===== src/hw/acl_consts.vh =====
// Constants for the converter clock and completion interrupt block
`ifndef ACL_CONSTS_VH
`define ACL_CONSTS_VH

// Register word offsets on the plain register port
`define ACL_ADDR_W 4
`define ACL_OFF_CLK_CTRL 4'h0
`define ACL_OFF_FLAG 4'h1
`define ACL_OFF_IRQ_EN 4'h2
`define ACL_OFF_STATUS 4'h3
`define ACL_OFF_CONV_COUNT 4'h4

// Field positions
`define ACL_SEL_HI 6
`define ACL_SEL_LO 4
`define ACL_FLAG_DONE_BIT 0
`define ACL_IRQ_EN_BIT 0

// Reset values
`define ACL_SEL_RESET 3'h0
`define ACL_MASK_RESET 1'h0

// Clock select encodings
`define ACL_SEL_DIV2 3'h0
`define ACL_SEL_DIV4 3'h4
`define ACL_SEL_DIV8 3'h1
`define ACL_SEL_DIV16 3'h5
`define ACL_SEL_DIV32 3'h2
`define ACL_SEL_DIV64 3'h6
`define ACL_SEL_RC_LOW 2'h3

// Timing: system clock and RC conversion clock
`define ACL_CLK_PERIOD_NS 5
`define ACL_RC_MAX_KHZ 500
`define ACL_RC_MIN_PERIOD_NS 2000
`define ACL_RC_MAX_PERIOD_NS 6000
`define ACL_RC_TYP_PERIOD_NS 4000
`define ACL_RC_CYCLES (`ACL_RC_TYP_PERIOD_NS / `ACL_CLK_PERIOD_NS)
`define ACL_RC_CNT_W 10
// Terminal count of the RC tick counter, ACL_RC_CYCLES less one
`define ACL_RC_LAST 10'h31F

// Conversion: one sampling period plus one per result bit
`define ACL_RESULT_BITS 10
`define ACL_CONV_PERIODS (`ACL_RESULT_BITS + 1)
// Index of the last conversion period, ACL_CONV_PERIODS less one
`define ACL_LAST_PERIOD 4'hA

`endif


===== src/hw/acl_top.v =====
// Converter clock selection, conversion sequencing and completion interrupt
//
// Our own choices: the strobed register port and the placing of the registers.
`timescale 1ns/100ps
`include "acl_consts.vh"

// What this block does
// Bits 6-4 pick divider or RC clock
// RC source is dedicated, at most 500 kHz
// RC period 2-6 us, typically 4 us
// Software avoids too-short clock periods
// Above 1 MHz, RC only in sleep; not enforced, the RC tick is also used while awake
// Done flag set on every completion
// Done flag held until software clears it
// Interrupt only when flag and enable set
// Interrupt works awake and wakes from sleep
// Ten-bit result stored marks completion
// Divider ticks per period, restarts on change
// Unused control bits read zero, select resets 000
module acl_top (
  // Clock and reset
  input wire clk,
  input wire srst,
  // Register port
  input wire [`ACL_ADDR_W-1:0] reg_addr,
  input wire [7:0] reg_wdata,
  input wire reg_wr,
  input wire reg_rd,
  output reg [7:0] reg_rdata,
  // Converter core handshake
  input wire conv_start,
  input wire sleep_mode,
  output reg conv_busy,
  output reg sar_step,
  output reg result_store,
  output reg conv_clock_tick,
  // Interrupt and wake-up
  output reg irq,
  output reg wake_req
);

  // Sequencer states
  localparam ST_IDLE = 2'h0;
  localparam ST_RUN = 2'h1;
  localparam ST_STORE = 2'h2;

  localparam [3:0] LAST_PERIOD = `ACL_LAST_PERIOD;

  // Software visible state
  reg [2:0] conv_clock_select;
  reg conversion_done_flag;
  reg conversion_irq_enable;
  reg [7:0] conv_count;

  // Sequencer state
  reg [1:0] state;
  reg [1:0] next_state;
  reg [3:0] period_cnt;
  reg [3:0] next_period_cnt;

  // Tick sources
  wire rc_tick;
  wire div_tick;
  wire rc_selected;
  wire div_run;
  reg tad_tick;

  // Decoded strobes
  wire wr_ctrl;
  wire wr_irq_en;
  wire rd_flag;
  wire done_event;

  // Register decode
  assign wr_ctrl = reg_wr && (reg_addr == `ACL_OFF_CLK_CTRL);
  assign wr_irq_en = reg_wr && (reg_addr == `ACL_OFF_IRQ_EN);
  assign rd_flag = reg_rd && (reg_addr == `ACL_OFF_FLAG);

  // Any select with both low bits set means the RC source
  assign rc_selected = (conv_clock_select[1:0] == `ACL_SEL_RC_LOW);

  // System oscillator stops in sleep, so the divider only runs awake
  assign div_run = !sleep_mode && !rc_selected;

  // Dedicated oscillator, independent of the system clock ratio
  acl_rc_tick u_rc (
    .clk(clk),
    .srst(srst),
    .rc_tick(rc_tick)
  );

  // Divided system clock
  acl_clk_div u_div (
    .clk(clk),
    .srst(srst),
    .sel(conv_clock_select),
    .run(div_run),
    .div_tick(div_tick)
  );

  // Pick the conversion clock tick for the sequencer
  always @* begin
    if (rc_selected) begin
      tad_tick = rc_tick;
    end else begin
      tad_tick = div_tick && !sleep_mode;
    end
  end

  // Sequencer next state: one sampling period then ten bit periods
  always @* begin
    next_state = state;
    next_period_cnt = period_cnt;
    case (state)
      ST_IDLE: begin
        next_period_cnt = 4'h0;
        if (conv_start) begin
          next_state = ST_RUN;
        end
      end
      ST_RUN: begin
        if (tad_tick) begin
          if (period_cnt == LAST_PERIOD) begin
            next_state = ST_STORE;
          end else begin
            next_period_cnt = period_cnt + 1'b1;
          end
        end
      end
      ST_STORE: begin
        next_state = ST_IDLE;
        next_period_cnt = 4'h0;
      end
      default: begin
        next_state = ST_IDLE;
        next_period_cnt = 4'h0;
      end
    endcase
  end

  // Completion is the cycle the result is written away
  assign done_event = (state == ST_STORE);

  // Sequencer registers and core strobes
  always @(posedge clk) begin
    if (srst) begin
      state <= ST_IDLE;
      period_cnt <= 4'h0;
      conv_busy <= 1'b0;
      sar_step <= 1'b0;
      result_store <= 1'b0;
      conv_clock_tick <= 1'b0;
    end else begin
      state <= next_state;
      period_cnt <= next_period_cnt;
      conv_busy <= (next_state != ST_IDLE);
      // Bit trials fall on ticks after the sampling period
      sar_step <= (state == ST_RUN) && tad_tick && (period_cnt != 4'h0);
      result_store <= (state == ST_RUN) && tad_tick && (period_cnt == LAST_PERIOD);
      conv_clock_tick <= tad_tick;
    end
  end

  // Control register: only the select field is kept
  always @(posedge clk) begin
    if (srst) begin
      conv_clock_select <= `ACL_SEL_RESET;
    end else if (wr_ctrl) begin
      // Choosing a legal period for the current rate is left to software
      conv_clock_select <= reg_wdata[`ACL_SEL_HI:`ACL_SEL_LO];
    end
  end

  // Interrupt enable register
  always @(posedge clk) begin
    if (srst) begin
      conversion_irq_enable <= `ACL_MASK_RESET;
    end else if (wr_irq_en) begin
      conversion_irq_enable <= reg_wdata[`ACL_IRQ_EN_BIT];
    end
  end

  // Done flag: set regardless of enable, cleared by software read only
  always @(posedge clk) begin
    if (srst) begin
      conversion_done_flag <= 1'b0;
    end else if (done_event) begin
      // Set beats a clearing read in the same cycle
      conversion_done_flag <= 1'b1;
    end else if (rd_flag) begin
      conversion_done_flag <= 1'b0;
    end
  end

  // Completed conversion count, wraps, shows progress to software
  always @(posedge clk) begin
    if (srst) begin
      conv_count <= 8'h00;
    end else if (done_event) begin
      conv_count <= conv_count + 1'b1;
    end
  end

  // Interrupt and wake-up outputs, registered
  always @(posedge clk) begin
    if (srst) begin
      irq <= 1'b0;
      wake_req <= 1'b0;
    end else begin
      irq <= conversion_done_flag && conversion_irq_enable;
      // Wake needs the same pair of bits, only while asleep
      wake_req <= sleep_mode && conversion_done_flag && conversion_irq_enable;
    end
  end

  // Read data in the cycle after the strobe, zero when idle or unmapped
  always @(posedge clk) begin
    if (srst) begin
      reg_rdata <= 8'h00;
    end else if (reg_rd) begin
      case (reg_addr)
        `ACL_OFF_CLK_CTRL: reg_rdata <= {1'b0, conv_clock_select, 4'h0};
        `ACL_OFF_FLAG: reg_rdata <= {7'h00, conversion_done_flag};
        `ACL_OFF_IRQ_EN: reg_rdata <= {7'h00, conversion_irq_enable};
        `ACL_OFF_STATUS: reg_rdata <= {5'h00, sleep_mode, rc_selected, conv_busy};
        `ACL_OFF_CONV_COUNT: reg_rdata <= conv_count;
        default: reg_rdata <= 8'h00;
      endcase
    end else begin
      reg_rdata <= 8'h00;
    end
  end

endmodule // acl_top


===== src/hw/acl_rc_tick.v =====
// Dedicated RC conversion clock tick source, free of the select divider
`timescale 1ns/100ps
`include "acl_consts.vh"

module acl_rc_tick (
  // Clock and reset
  input wire clk,
  input wire srst,
  // Tick out, one cycle every RC period
  output reg rc_tick
);

  localparam [`ACL_RC_CNT_W-1:0] RC_LAST = `ACL_RC_LAST;

  reg [`ACL_RC_CNT_W-1:0] rc_cnt;

  // Free running, never touched by the select field or sleep
  always @(posedge clk) begin
    if (srst) begin
      rc_cnt <= {`ACL_RC_CNT_W{1'b0}};
      rc_tick <= 1'b0;
    end else if (rc_cnt == RC_LAST) begin
      rc_cnt <= {`ACL_RC_CNT_W{1'b0}};
      rc_tick <= 1'b1;
    end else begin
      rc_cnt <= rc_cnt + 1'b1;
      rc_tick <= 1'b0;
    end
  end

endmodule // acl_rc_tick


===== src/hw/acl_clk_div.v =====
// System clock divider for the conversion clock, by 2 up to 64
`timescale 1ns/100ps
`include "acl_consts.vh"

module acl_clk_div (
  // Clock and reset
  input wire clk,
  input wire srst,
  // Control
  input wire [2:0] sel,
  input wire run,
  // Tick out, one cycle per selected period
  output reg div_tick
);

  reg [5:0] cnt;
  reg [5:0] last;
  reg [2:0] sel_seen;

  // Terminal count for each divide ratio
  always @* begin
    case (sel)
      `ACL_SEL_DIV2: last = 6'h01;
      `ACL_SEL_DIV4: last = 6'h03;
      `ACL_SEL_DIV8: last = 6'h07;
      `ACL_SEL_DIV16: last = 6'h0F;
      `ACL_SEL_DIV32: last = 6'h1F;
      `ACL_SEL_DIV64: last = 6'h3F;
      default: last = 6'h3F;
    endcase
  end

  // Count restarts on any select change so no short period leaks out
  always @(posedge clk) begin
    if (srst) begin
      cnt <= 6'h00;
      sel_seen <= `ACL_SEL_RESET;
      div_tick <= 1'b0;
    end else begin
      sel_seen <= sel;
      if (sel != sel_seen || !run) begin
        cnt <= 6'h00;
        div_tick <= 1'b0;
      end else if (cnt == last) begin
        cnt <= 6'h00;
        div_tick <= 1'b1;
      end else begin
        cnt <= cnt + 1'b1;
        div_tick <= 1'b0;
      end
    end
  end

endmodule // acl_clk_div


===== config.mk =====
export PLATFORM = sky130hd
export DESIGN_NAME = acl_top
export DESIGN_NICKNAME = d
export VERILOG_FILES = /design/src/hw/acl_top.v /design/src/hw/acl_rc_tick.v /design/src/hw/acl_clk_div.v
export VERILOG_INCLUDE_DIRS = /design/src /design/src/hw
export SDC_FILE = /design/constraint.sdc
export NUM_CORES = 1
export LEC_CHECK = 0
export BUFFER_PORTS_ARGS = -buffer_cell sky130_fd_sc_hd__buf_2
export CORE_MARGIN = 3
export CORE_UTILIZATION = 45
export CTS_CLUSTER_SIZE = 8
export DETAILED_ROUTE_END_ITERATION = 8
export SLEW_MARGIN = 10
export SYNTH_ARGS = -nofsm -noshare
export SYNTH_HDL_FRONTEND = slang
export SYNTH_HIERARCHICAL = 1
export SYNTH_SLANG_ARGS = --single-unit
export TNS_END_PERCENT = 5

===== constraint.sdc =====
create_clock -name clk -period 1.7 [get_ports clk]
set_input_delay 0.085 -clock clk [delete_from_list [all_inputs] [get_ports clk]]
set_output_delay 0.085 -clock clk [all_outputs]
set_load 0.01 [all_outputs]

==> results.sh, run 1 <==
export IMPL_status="completed"
export IMPL_peakVddDrop_uv=539
export IMPL_required_ns=1.95
export IMPL_cp_arrival_ns=1.80
export IMPL_synth_ff_type="dfxtp_1"
export IMPL_grt_overflow=0
export IMPL_synth_distinct_cells=51
export IMPL_grt_pass1_wl_microns=7300
export IMPL_gp_congestion=0.818
export IMPL_firstDrtPassIters=4
export IMPL_nets=310
export IMPL_cts_tree="built"
export IMPL_fin_crit_ns=1.55
export IMPL_async_flop_share_pct=0
export IMPL_rows=25
export IMPL_relSlewSlack_pct=73.0
export IMPL_grt_busiest_layer="met2"
export IMPL_hold_viol_final=0
export IMPL_cts_sinks=54
export IMPL_nFillCells=491
export IMPL_dieArea_sq_mm=0.00613
export IMPL_worstMarginPinSlew_ns=0.402
export IMPL_grt_max_degree=21
export IMPL_drt_iter0_markers=51
export IMPL_cts_max_level=2
export IMPL_clk_path_buf_depth=2
export IMPL_antenna_found_initial=0
export IMPL_start_util_pct=48.2
export IMPL_cts_buffers=5
export IMPL_synth_avg_cell_area_sq_um=9.15
export IMPL_coreArea_sq_mm=0.00488
export IMPL_routed_wl_microns=4180
export IMPL_holdBufCountCts=0
export IMPL_dp_hpwl_microns=3030
export IMPL_cts_setup_buffers=0
export IMPL_r2r_slack_ns=0.15
export IMPL_synth_net_count=281
export IMPL_drive_gt1_share_pct=18.1
export IMPL_holdCritPathClass="input pin to flop"
export IMPL_vias_per_cell=5.13
export IMPL_use_met2_pct=23.1
export IMPL_ys_ff_latch=54
export IMPL_maxCapViolations=0
export IMPL_post_route_period_util_pct=90.9
export IMPL_path_class="flop to flop"
export IMPL_p_per_area_mw_per_mm2=850
export IMPL_die_x_microns=78.3
export IMPL_vias=1817
export IMPL_synth_edf_count=0
export IMPL_final_setup_tns_ns=0
export IMPL_power_w=0.00226
export IMPL_netlist_area_sq_mm=0.00235
export IMPL_rsz0062_at_grt="false"
export IMPL_ios=32
export IMPL_wire_per_inst_microns=11.8
export IMPL_clock_fmax_ghz=0.647
export IMPL_fin_skew_ns=0.00752
export IMPL_area_growth_pct=12.9
export IMPL_n_antenna_cell=0
export IMPL_syn_inst=257
export IMPL_grt_util_met3_pct=3.90
export IMPL_die_height_microns=78.3
export IMPL_seq_area_frac_synth_pct=46.0
export IMPL_drv_slew=0
export IMPL_grt_use_total_pct=14.7
export IMPL_post_cts_resized=0
export IMPL_clock_root_buffer="clkbuf_8"
export IMPL_p_leak_nw=1.06
export IMPL_clkTransAtPathRegs_ns=0.10
export IMPL_yosysWarnings=6
export IMPL_clk_latency_ns=0.30
export IMPL_finalSetupViolCount=0
export IMPL_postRouteAntennaNets=0
export IMPL_grt_pass1_vias=1634
export IMPL_worstPathMaxFanout=9
export IMPL_start_kind="flop"
export IMPL_port_buffer_count=27
export IMPL_critPathCaptureType="flop"
export IMPL_post_route_drc_count=0
export IMPL_use_met1_pct=19.5
final cells by class:
type	count	area (sq um)	area share [%]
Inverter	7	26.3	0.990
Timing Repair Buffer	30	158	5.94
Clock inverter	3	45.0	1.70
Clock buffer	5	68.8	2.59
Multi-Input combinational cell	188	1190	44.9
Tap cell	67	83.8	3.16
Sequential cell	54	1080	40.8
routing by layer:
layer	share of wire [%]	up-vias
li1	-	952
met3	4.4	2
met4	0.67	0
met5	0	-
met1	50	833
met2	45	30
final timing paths:
kind / startpoint / cells after the start / to
worst max-delay path: conv_clock_select[1]$_SDFFE_PP0P_ / 6 / u_div/div_tick$_SDFF_PP0_
worst min-delay path: reg_wdata[0] / 3 / conversion_irq_enable$_SDFFE_PP0P_
worst max register to register: conv_clock_select[1]$_SDFFE_PP0P_ / 6 / u_div/div_tick$_SDFF_PP0_
worst min register to register: state[1]$_SDFF_PP0_ / 1 / conv_busy$_SDFF_PP0_
registers in the layout, summed over array words and instances (netlist names), 2 cells and up:
signal and count:
state 2, u_rc/rc_cnt 10, u_div/sel_seen 3, conv_clock_select 3
conv_count 8, period_cnt 4, reg_rdata 8, u_div/cnt 6
power breakdown:
part	switching, W	internal [W]
logic	0.0000646	0.0000459
clock network	0.000409	0.000438
registers	0.0000180	0.00128
per-stage QoR:
| step | setup WS, ns | cells | hold slack [ns] | area, sq um | util, % |
|---|---|---|---|---|---|
| 3_5_place_dp | 0.147 | 346 | 0.331 | 2540 | 52.1 |
| 2_1_floorplan | 0.293 | 257 | 0.154 | 2350 | - |
| 4_1_cts | 0.115 | 354 | 0.00461 | 2650 | 54.4 |
| 5_1_grt | 0.00979 | 354 | 0.00248 | 2660 | 54.4 |
| 3_3_place_gp | 0.156 | 346 | 0.324 | 2540 | 52.1 |
| 6_report | 0.154 | 354 | 0.0185 | 2660 | 54.4 |
worst max-delay path, cell delays in order (launching register included):
cell      delay [ns]
dfxtp_1         0.53
buf_4           0.20
nand2_1         0.05
o22ai_1         0.15
nand3b_1        0.11
a21oi_2         0.28
and2_1          0.17
layout by cell type, fill, tap and decap left out, drive strengths merged, types with 4 or more instances in the layout:
cell and instances:
dfxtp 54, nor2 38, buf 30, nand2 18, a21oi 16, nand3 15, xor2 11, mux2i 10
o21ai 8, inv 7, nor2b 7, nand4 7, xnor2 6, ha 6, or3 6, and3 5
clkbuf 5, and2 4
cell usage after synthesis, types with 2 or more instances:
cell,count,area share [%]
and3_1,5,1.3
o21ai_0,8,1.7
nand4b_1,2,0.75
or4_1,3,0.96
nand3b_1,2,0.64
ha_1,6,3.2
xor2_1,11,4.1
dfxtp_1,54,46
buf_6,2,0.96
or3_1,5,1.3
nand3_1,14,3.0
buf_2,3,0.64
a21oi_1,15,3.2
nor3_1,2,0.43
nand4_1,7,1.9
and2_1,4,1.1
clkbuf_1,2,0.32
nand2_1,17,2.7
xnor2_1,6,2.2
nor2b_1,7,1.9
o31ai_1,2,0.64
nor2_1,37,5.9
inv_1,7,1.1
mux2i_1,9,3.8
cell families (layout without fill, tap and decap cells):
family	after synthesis	count (layout)	share of synthesized area (%)
AOI/OAI and AO/OA	36	36	9.63
xor gates and xnor gates	17	17	6.33
adders and majority gates	6	6	3.19
buffers and inverters	15	45	3.35
DFF	54	54	46.0
muxes	12	12	5.53
and+or+nand+nor	117	117	26.0
(Power assumes the default switching activity.)
==> inputs of run 2 (changes only) <==
--- a/config.mk
+++ b/config.mk
@@ -11,3 +11,3 @@
 export CORE_UTILIZATION = 45
-export CTS_CLUSTER_SIZE = 8
+export CTS_CLUSTER_SIZE = 30
 export DETAILED_ROUTE_END_ITERATION = 8
==> constraint.sdc (replaced) <==
create_clock -name clk -period 1.7 [get_ports clk]
set_input_delay 0.34 -clock clk [delete_from_list [all_inputs] [get_ports clk]]
set_output_delay 0.34 -clock clk [all_outputs]
set_load 0.01 [all_outputs]
==> run 2 against run 1 <==
Net effect: hold slack improved by 0.26 ns; global-route usage grew 0.74 points; sequential cell count stayed put; worst setup slack improved by 0.056 ns; cell count increased by 0.28%; critical path type unchanged; critical endpoint unchanged.
==> results.sh, run 2 (synthesis gave the netlist of run 1 again) <==
export IMPL_fin_crit_ns=1.49
export IMPL_antenna_found_initial=0
export IMPL_final_cell_mix="dfxtp_1, nor2_1, buf_2, nand2_1, a21oi_1"
export IMPL_clk_latency_ns=0.30
export IMPL_holdCritPathClass="input pin to flop"
export IMPL_postRouteAntennaNets=0
export IMPL_post_route_period_util_pct=87.6
export IMPL_nets=311
export IMPL_cts_max_level=2
export IMPL_whs_path_depth=3
export IMPL_r2r_end="u_div/div_tick$_SDFF_PP0_"
export IMPL_postLayoutCoreUtil_pct=54.1
export IMPL_r2r_cells=5
export IMPL_drv_slew=0
export IMPL_largest_register_ffs=10
export IMPL_grt_overflow=0
export IMPL_fin_skew_ns=0.00626
export IMPL_relSlewSlack_pct=67.5
export IMPL_post_cts_resized=0
export IMPL_whs_endpoint="conv_clock_select[2]$_SDFFE_PP0P_"
export IMPL_vias=1818
export IMPL_worstPathCellList="nand2_1 -> a211oi_1 -> o211ai_1 -> a21oi_2 -> and2_1"
export IMPL_place_ws_ns=0.142
export IMPL_holdWs_ns=0.281
export IMPL_coreArea_sq_mm=0.00488
export IMPL_maxCapViolations=0
export IMPL_rows=25
export IMPL_gp_congestion=0.877
export IMPL_final_common_cell="dfxtp_1"
export IMPL_cp_arrival_ns=1.74
export IMPL_grt_max_degree=18
export IMPL_dieArea_sq_mm=0.00613
export IMPL_status="completed"
export IMPL_worstMarginPinSlew_ns=0.485
export IMPL_n_antenna_cell=0
export IMPL_hold_viol_final=0
export IMPL_final_setup_tns_ns=0
export IMPL_critPathCaptureType="flop"
export IMPL_layout_setup_ws_ns=0.210
export IMPL_cts_setup_buffers=0
export IMPL_firstDrtPassIters=4
export IMPL_cts_tree="built"
export IMPL_die_x_microns=78.3
export IMPL_clkTransAtPathRegs_ns=0.10
export IMPL_hold_path_startpoint="reg_wdata[6]"
export IMPL_cts_sinks=54
export IMPL_clock_root_buffer="clkbuf_8"
export IMPL_area_growth_pct=12.3
export IMPL_port_buffer_count=27
export IMPL_clock_fmax_ghz=0.671
export IMPL_top_regs="u_rc/rc_cnt: 10 flops, conv_count: 8 flops, reg_rdata: 8 flops"
export IMPL_worstPathMaxFanout=10
export IMPL_vias_per_cell=5.12
export IMPL_rsz0062_at_grt="false"
export IMPL_post_route_drc_count=0
export IMPL_start_kind="flop"
export IMPL_r2r_slack_ns=0.21
export IMPL_holdBufCountCts=0
export IMPL_peakVddDrop_uv=502
export IMPL_dp_hpwl_microns=3090
export IMPL_routed_wl_microns=4330
export IMPL_ios=32
export IMPL_p_per_area_mw_per_mm2=803
export IMPL_reg2reg_from="conv_clock_select[2]$_SDFFE_PP0P_"
export IMPL_grt_pass1_wl_microns=7420
export IMPL_drt_iter0_markers=52
export IMPL_drive_gt1_share_pct=18.8
export IMPL_wire_per_inst_microns=12.2
export IMPL_required_ns=1.95
export IMPL_grt_use_total_pct=15.4
export IMPL_path_class="flop to flop"
export IMPL_p_leak_nw=1.06
export IMPL_finalSetupViolCount=0
export IMPL_grt_pass1_vias=1621
export IMPL_cts_buffers=5
export IMPL_die_height_microns=78.3
export IMPL_top_register="u_rc/rc_cnt"
export IMPL_cpPeakStageDelay_ns=0.54
export IMPL_start_util_pct=48.2
export IMPL_clk_path_buf_depth=2
export IMPL_crit_slowest_cell="dfxtp_1"
run 2: through the flow:
step                std cells  total power [W]  cell area [sq um]
finish                    355          0.00212               2640
global route              355          0.00223               2640
CTS                       355          0.00215               2640
detailed placement        347          0.00144               2550
global placement          347          0.00144               2550
floorplan                 257          0.00140               2350
run 2: layout make-up:
cell class              instances  area [sq um]
clock buffers                   5          68.8
clock inverters                 3          21.3
fillers                       475          2240
inverters                       7          26.3
multi-input cells             188          1190
flip-flops and latches         54          1080
well taps                      67          83.8
repair buffers                 31           165
run 2: report_power, final:
group | internal [W] | switching [W]
clock network | 0.000290 | 0.000418
registers | 0.00128 | 0.0000179
logic | 0.0000464 | 0.0000655
total | 0.00162 | 0.000502
run 2: worst max-delay path by stage:
stage                                            from                          to  depth (start not counted)
floorplan           conv_clock_select[1]$_SDFFE_PP0P_   u_div/div_tick$_SDFF_PP0_                          5
global placement    conv_clock_select[0]$_SDFFE_PP0P_  period_cnt[2]$_SDFFE_PP0P_                          4
detailed placement  conv_clock_select[0]$_SDFFE_PP0P_  period_cnt[2]$_SDFFE_PP0P_                          4
CTS                 conv_clock_select[1]$_SDFFE_PP0P_   u_div/div_tick$_SDFF_PP0_                          6
global route        conv_clock_select[2]$_SDFFE_PP0P_     u_div/cnt[5]$_SDFF_PP0_                          5
finish              conv_clock_select[2]$_SDFFE_PP0P_   u_div/div_tick$_SDFF_PP0_                          5
run 2: routing by layer:
layer / global-route usage [%] / routed length (microns) / part of all wire, %
met5: 0 / 0 / 0
met2: 24.1 / 1880 / 43
met3: 3.78 / 189 / 4.4
met4: 7.34 / 64 / 1.5
met1: 19.8 / 2200 / 51
run 2: worst max-delay path, delay by kind of cell, from the launching register on:
| family | cells | cell delay (ns) |
|---|---|---|
| AND/OR/NAND/NOR | 2 | 0.26 |
| AO/OA/AOI/OAI | 3 | 0.64 |
| flip-flops | 1 | 0.54 |
==> inputs of run 3 (changes only) <==
CORE_UTILIZATION = 40   (was 45)
==> run 3 against run 2 <==
Net effect: hold slack lost 0.012 ns; via count rose by 2.1%; sequential cell count unchanged; non-clock buffer count rose by 1; register-to-register slack worse by 0.05 ns; core utilization is 6.4 points lower; clock-buffer cell count up 1; maximum frequency fell by 2.9%; wire length is 2.5% lower; cell area grew 1.2%.
==> results.sh, run 3 (synthesis gave the netlist of run 1 again) <==
export IMPL_status="completed"
export IMPL_cts_setup_buffers=0
export IMPL_cts_tree="built"
export IMPL_p_leak_nw=1.07
export IMPL_post_route_period_util_pct=90.3
export IMPL_r2r_end="period_cnt[2]$_SDFFE_PP0P_"
export IMPL_path_class="flop to flop"
export IMPL_clock_fmax_ghz=0.652
export IMPL_required_ns=1.94
export IMPL_finalSetupViolCount=0
export IMPL_worstPathCellList="nand2_2 -> mux2i_2 -> or4_1 -> a21oi_1"
export IMPL_p_per_area_mw_per_mm2=844
export IMPL_relSlewSlack_pct=68.5
export IMPL_vias_per_cell=5.14
export IMPL_start_util_pct=41.9
export IMPL_rows=27
export IMPL_r2r_cells=4
export IMPL_final_cell_mix="dfxtp_1, nor2_1, buf_2, nand2_1, a21oi_1"
export IMPL_routed_wl_microns=4220
export IMPL_critPathTopFamily="simple AND/OR/NAND/NOR gates"
export IMPL_clkTransAtPathRegs_ns=0.09
export IMPL_crit_end="period_cnt[2]$_SDFFE_PP0P_"
export IMPL_power_switching_w=0.000487
export IMPL_postRouteAntennaNets=0
export IMPL_largest_register_ffs=10
export IMPL_grt_use_total_pct=13.8
export IMPL_n_antenna_cell=0
export IMPL_port_buffer_count=27
export IMPL_maxCapViolations=0
export IMPL_nets=312
export IMPL_peakVddDrop_uv=465
export IMPL_worstMarginPinSlew_ns=0.469
export IMPL_p_seq_share_pct=57.6
export IMPL_post_route_drc_count=0
export IMPL_final_common_cell="dfxtp_1"
export IMPL_r2r_slack_ns=0.17
export IMPL_cp_arrival_ns=1.77
export IMPL_ios=32
export IMPL_nFillCells=569
export IMPL_drt_iter0_markers=82
export IMPL_fin_skew_ns=0.00725
export IMPL_wire_per_inst_microns=11.7
export IMPL_start_kind="flop"
export IMPL_grt_pass1_vias=1749
export IMPL_critPathCaptureType="flop"
export IMPL_fin_area_sq_mm=0.00267
export IMPL_path_depth=4
export IMPL_die_height_microns=82.7
export IMPL_holdBufCountCts=0
export IMPL_grt_overflow=0
export IMPL_power_w=0.00226
export IMPL_coreArea_sq_mm=0.00561
export IMPL_drive_gt1_share_pct=18.3
export IMPL_gp_congestion=0.779
export IMPL_die_x_microns=82.7
export IMPL_crit_buf_inv=0
export IMPL_p_comb_share_pct=5.0
export IMPL_startpoint="conv_clock_select[0]$_SDFFE_PP0P_"
export IMPL_top_register="u_rc/rc_cnt"
export IMPL_layout_setup_ws_ns=0.165
export IMPL_dpl_cell_area_sq_mm=0.00256
export IMPL_dp_hpwl_microns=3070
export IMPL_hold_viol_final=0
export IMPL_cts_buffers=5
export IMPL_reg2reg_from="conv_clock_select[0]$_SDFFE_PP0P_"
export IMPL_internal_power_w=0.00177
export IMPL_vias=1857
export IMPL_dieArea_sq_mm=0.00683
export IMPL_cts_sinks=54
export IMPL_drv_slew=0
export IMPL_clk_latency_ns=0.30
export IMPL_crit_slowest_cell="dfxtp_1"
export IMPL_cpPeakStageDelay_ns=0.55
export IMPL_p_sw_share_pct=21.6
export IMPL_post_cts_resized=0
export IMPL_cts_max_level=2
export IMPL_firstDrtPassIters=8
export IMPL_grt_max_degree=17
export IMPL_final_setup_tns_ns=0
export IMPL_rsz0062_at_grt="false"
export IMPL_top_regs="u_rc/rc_cnt: 10 flops, conv_count: 8 flops, reg_rdata: 8 flops"
export IMPL_clk_path_buf_depth=2
export IMPL_power_frac_clock_pct=37.4
export IMPL_area_growth_pct=13.7
export IMPL_holdCritPathClass="input pin to flop"
export IMPL_grt_pass1_wl_microns=7510
export IMPL_worstPathMaxFanout=11
export IMPL_fin_crit_ns=1.53
export IMPL_clock_root_buffer="clkbuf_8"
export IMPL_place_ws_ns=0.120
export IMPL_antenna_found_initial=0
[run 3: changes by cell type in the layout (fill, tap and decap cells not counted), sizes merged]
cell,before,now
clkinv,2,0
clkbuf,5,6
bufinv,0,1
buf,31,32
[run 3: worst min path at each step]
stage | startpoint | endpoint | slack [ns] | cells after the start
5_1_grt | reg_wdata[5] | conv_clock_select[1]$_SDFFE_PP0P_ | 0.28 | 3
3_5_place_dp | state[1]$_SDFF_PP0_ | conv_busy$_SDFF_PP0_ | 0.44 | 1
4_1_cts | reg_wdata[6] | conv_clock_select[2]$_SDFFE_PP0P_ | 0.26 | 3
6_report | reg_wdata[6] | conv_clock_select[2]$_SDFFE_PP0P_ | 0.27 | 3
3_3_place_gp | state[1]$_SDFF_PP0_ | conv_busy$_SDFF_PP0_ | 0.44 | 1
2_1_floorplan | srst | u_rc/rc_cnt[6]$_SDFF_PP0_ | 0.41 | 1
[run 3: per-stage QoR]
step,utilization [%],cells,hold slack (ns)
6_report,47.7,361,0.269
5_1_grt,47.7,361,0.278
4_1_cts,47.6,361,0.263
3_5_place_dp,45.7,353,0.445
3_3_place_gp,45.7,353,0.444
2_1_floorplan,-,257,0.409
[run 3: power by group through the flow]
stage	Combinational (W)	Sequential, W	Clock [W]
after floorplan	0.0000712	0.00132	0
after global placement	0.000113	0.00133	0
after detailed placement	0.000113	0.00133	0
after CTS	0.000114	0.00130	0.000876
after global routing	0.000129	0.00130	0.000930
final	0.000113	0.00130	0.000844
[run 3: per-layer routing]
metal	share of wire (%)	wire, microns	track usage [%]	vias up
met1	50	2120	18.2	848
met5	0	0	0	-
met2	43	1810	22.5	50
li1	-	-	-	952
met4	1.2	50	3.92	0
met3	5.8	245	3.04	7
[run 3: tightest hold or removal path: stages]
cell and delay (ns):
buf_2 0.07, mux2i_1 0.05, nor2_1 0.07
[run 3: final cells by class]
cell class	instances	area (sq um)	share of cell area [%]
clock buffers	6	72.6	2.72
clock inverters	2	37.5	1.40
inverters	7	26.3	0.983
multi-input cells	188	1190	44.6
flip-flops and latches	54	1080	40.5
well taps	72	90.1	3.37
repair buffers	32	173	6.46
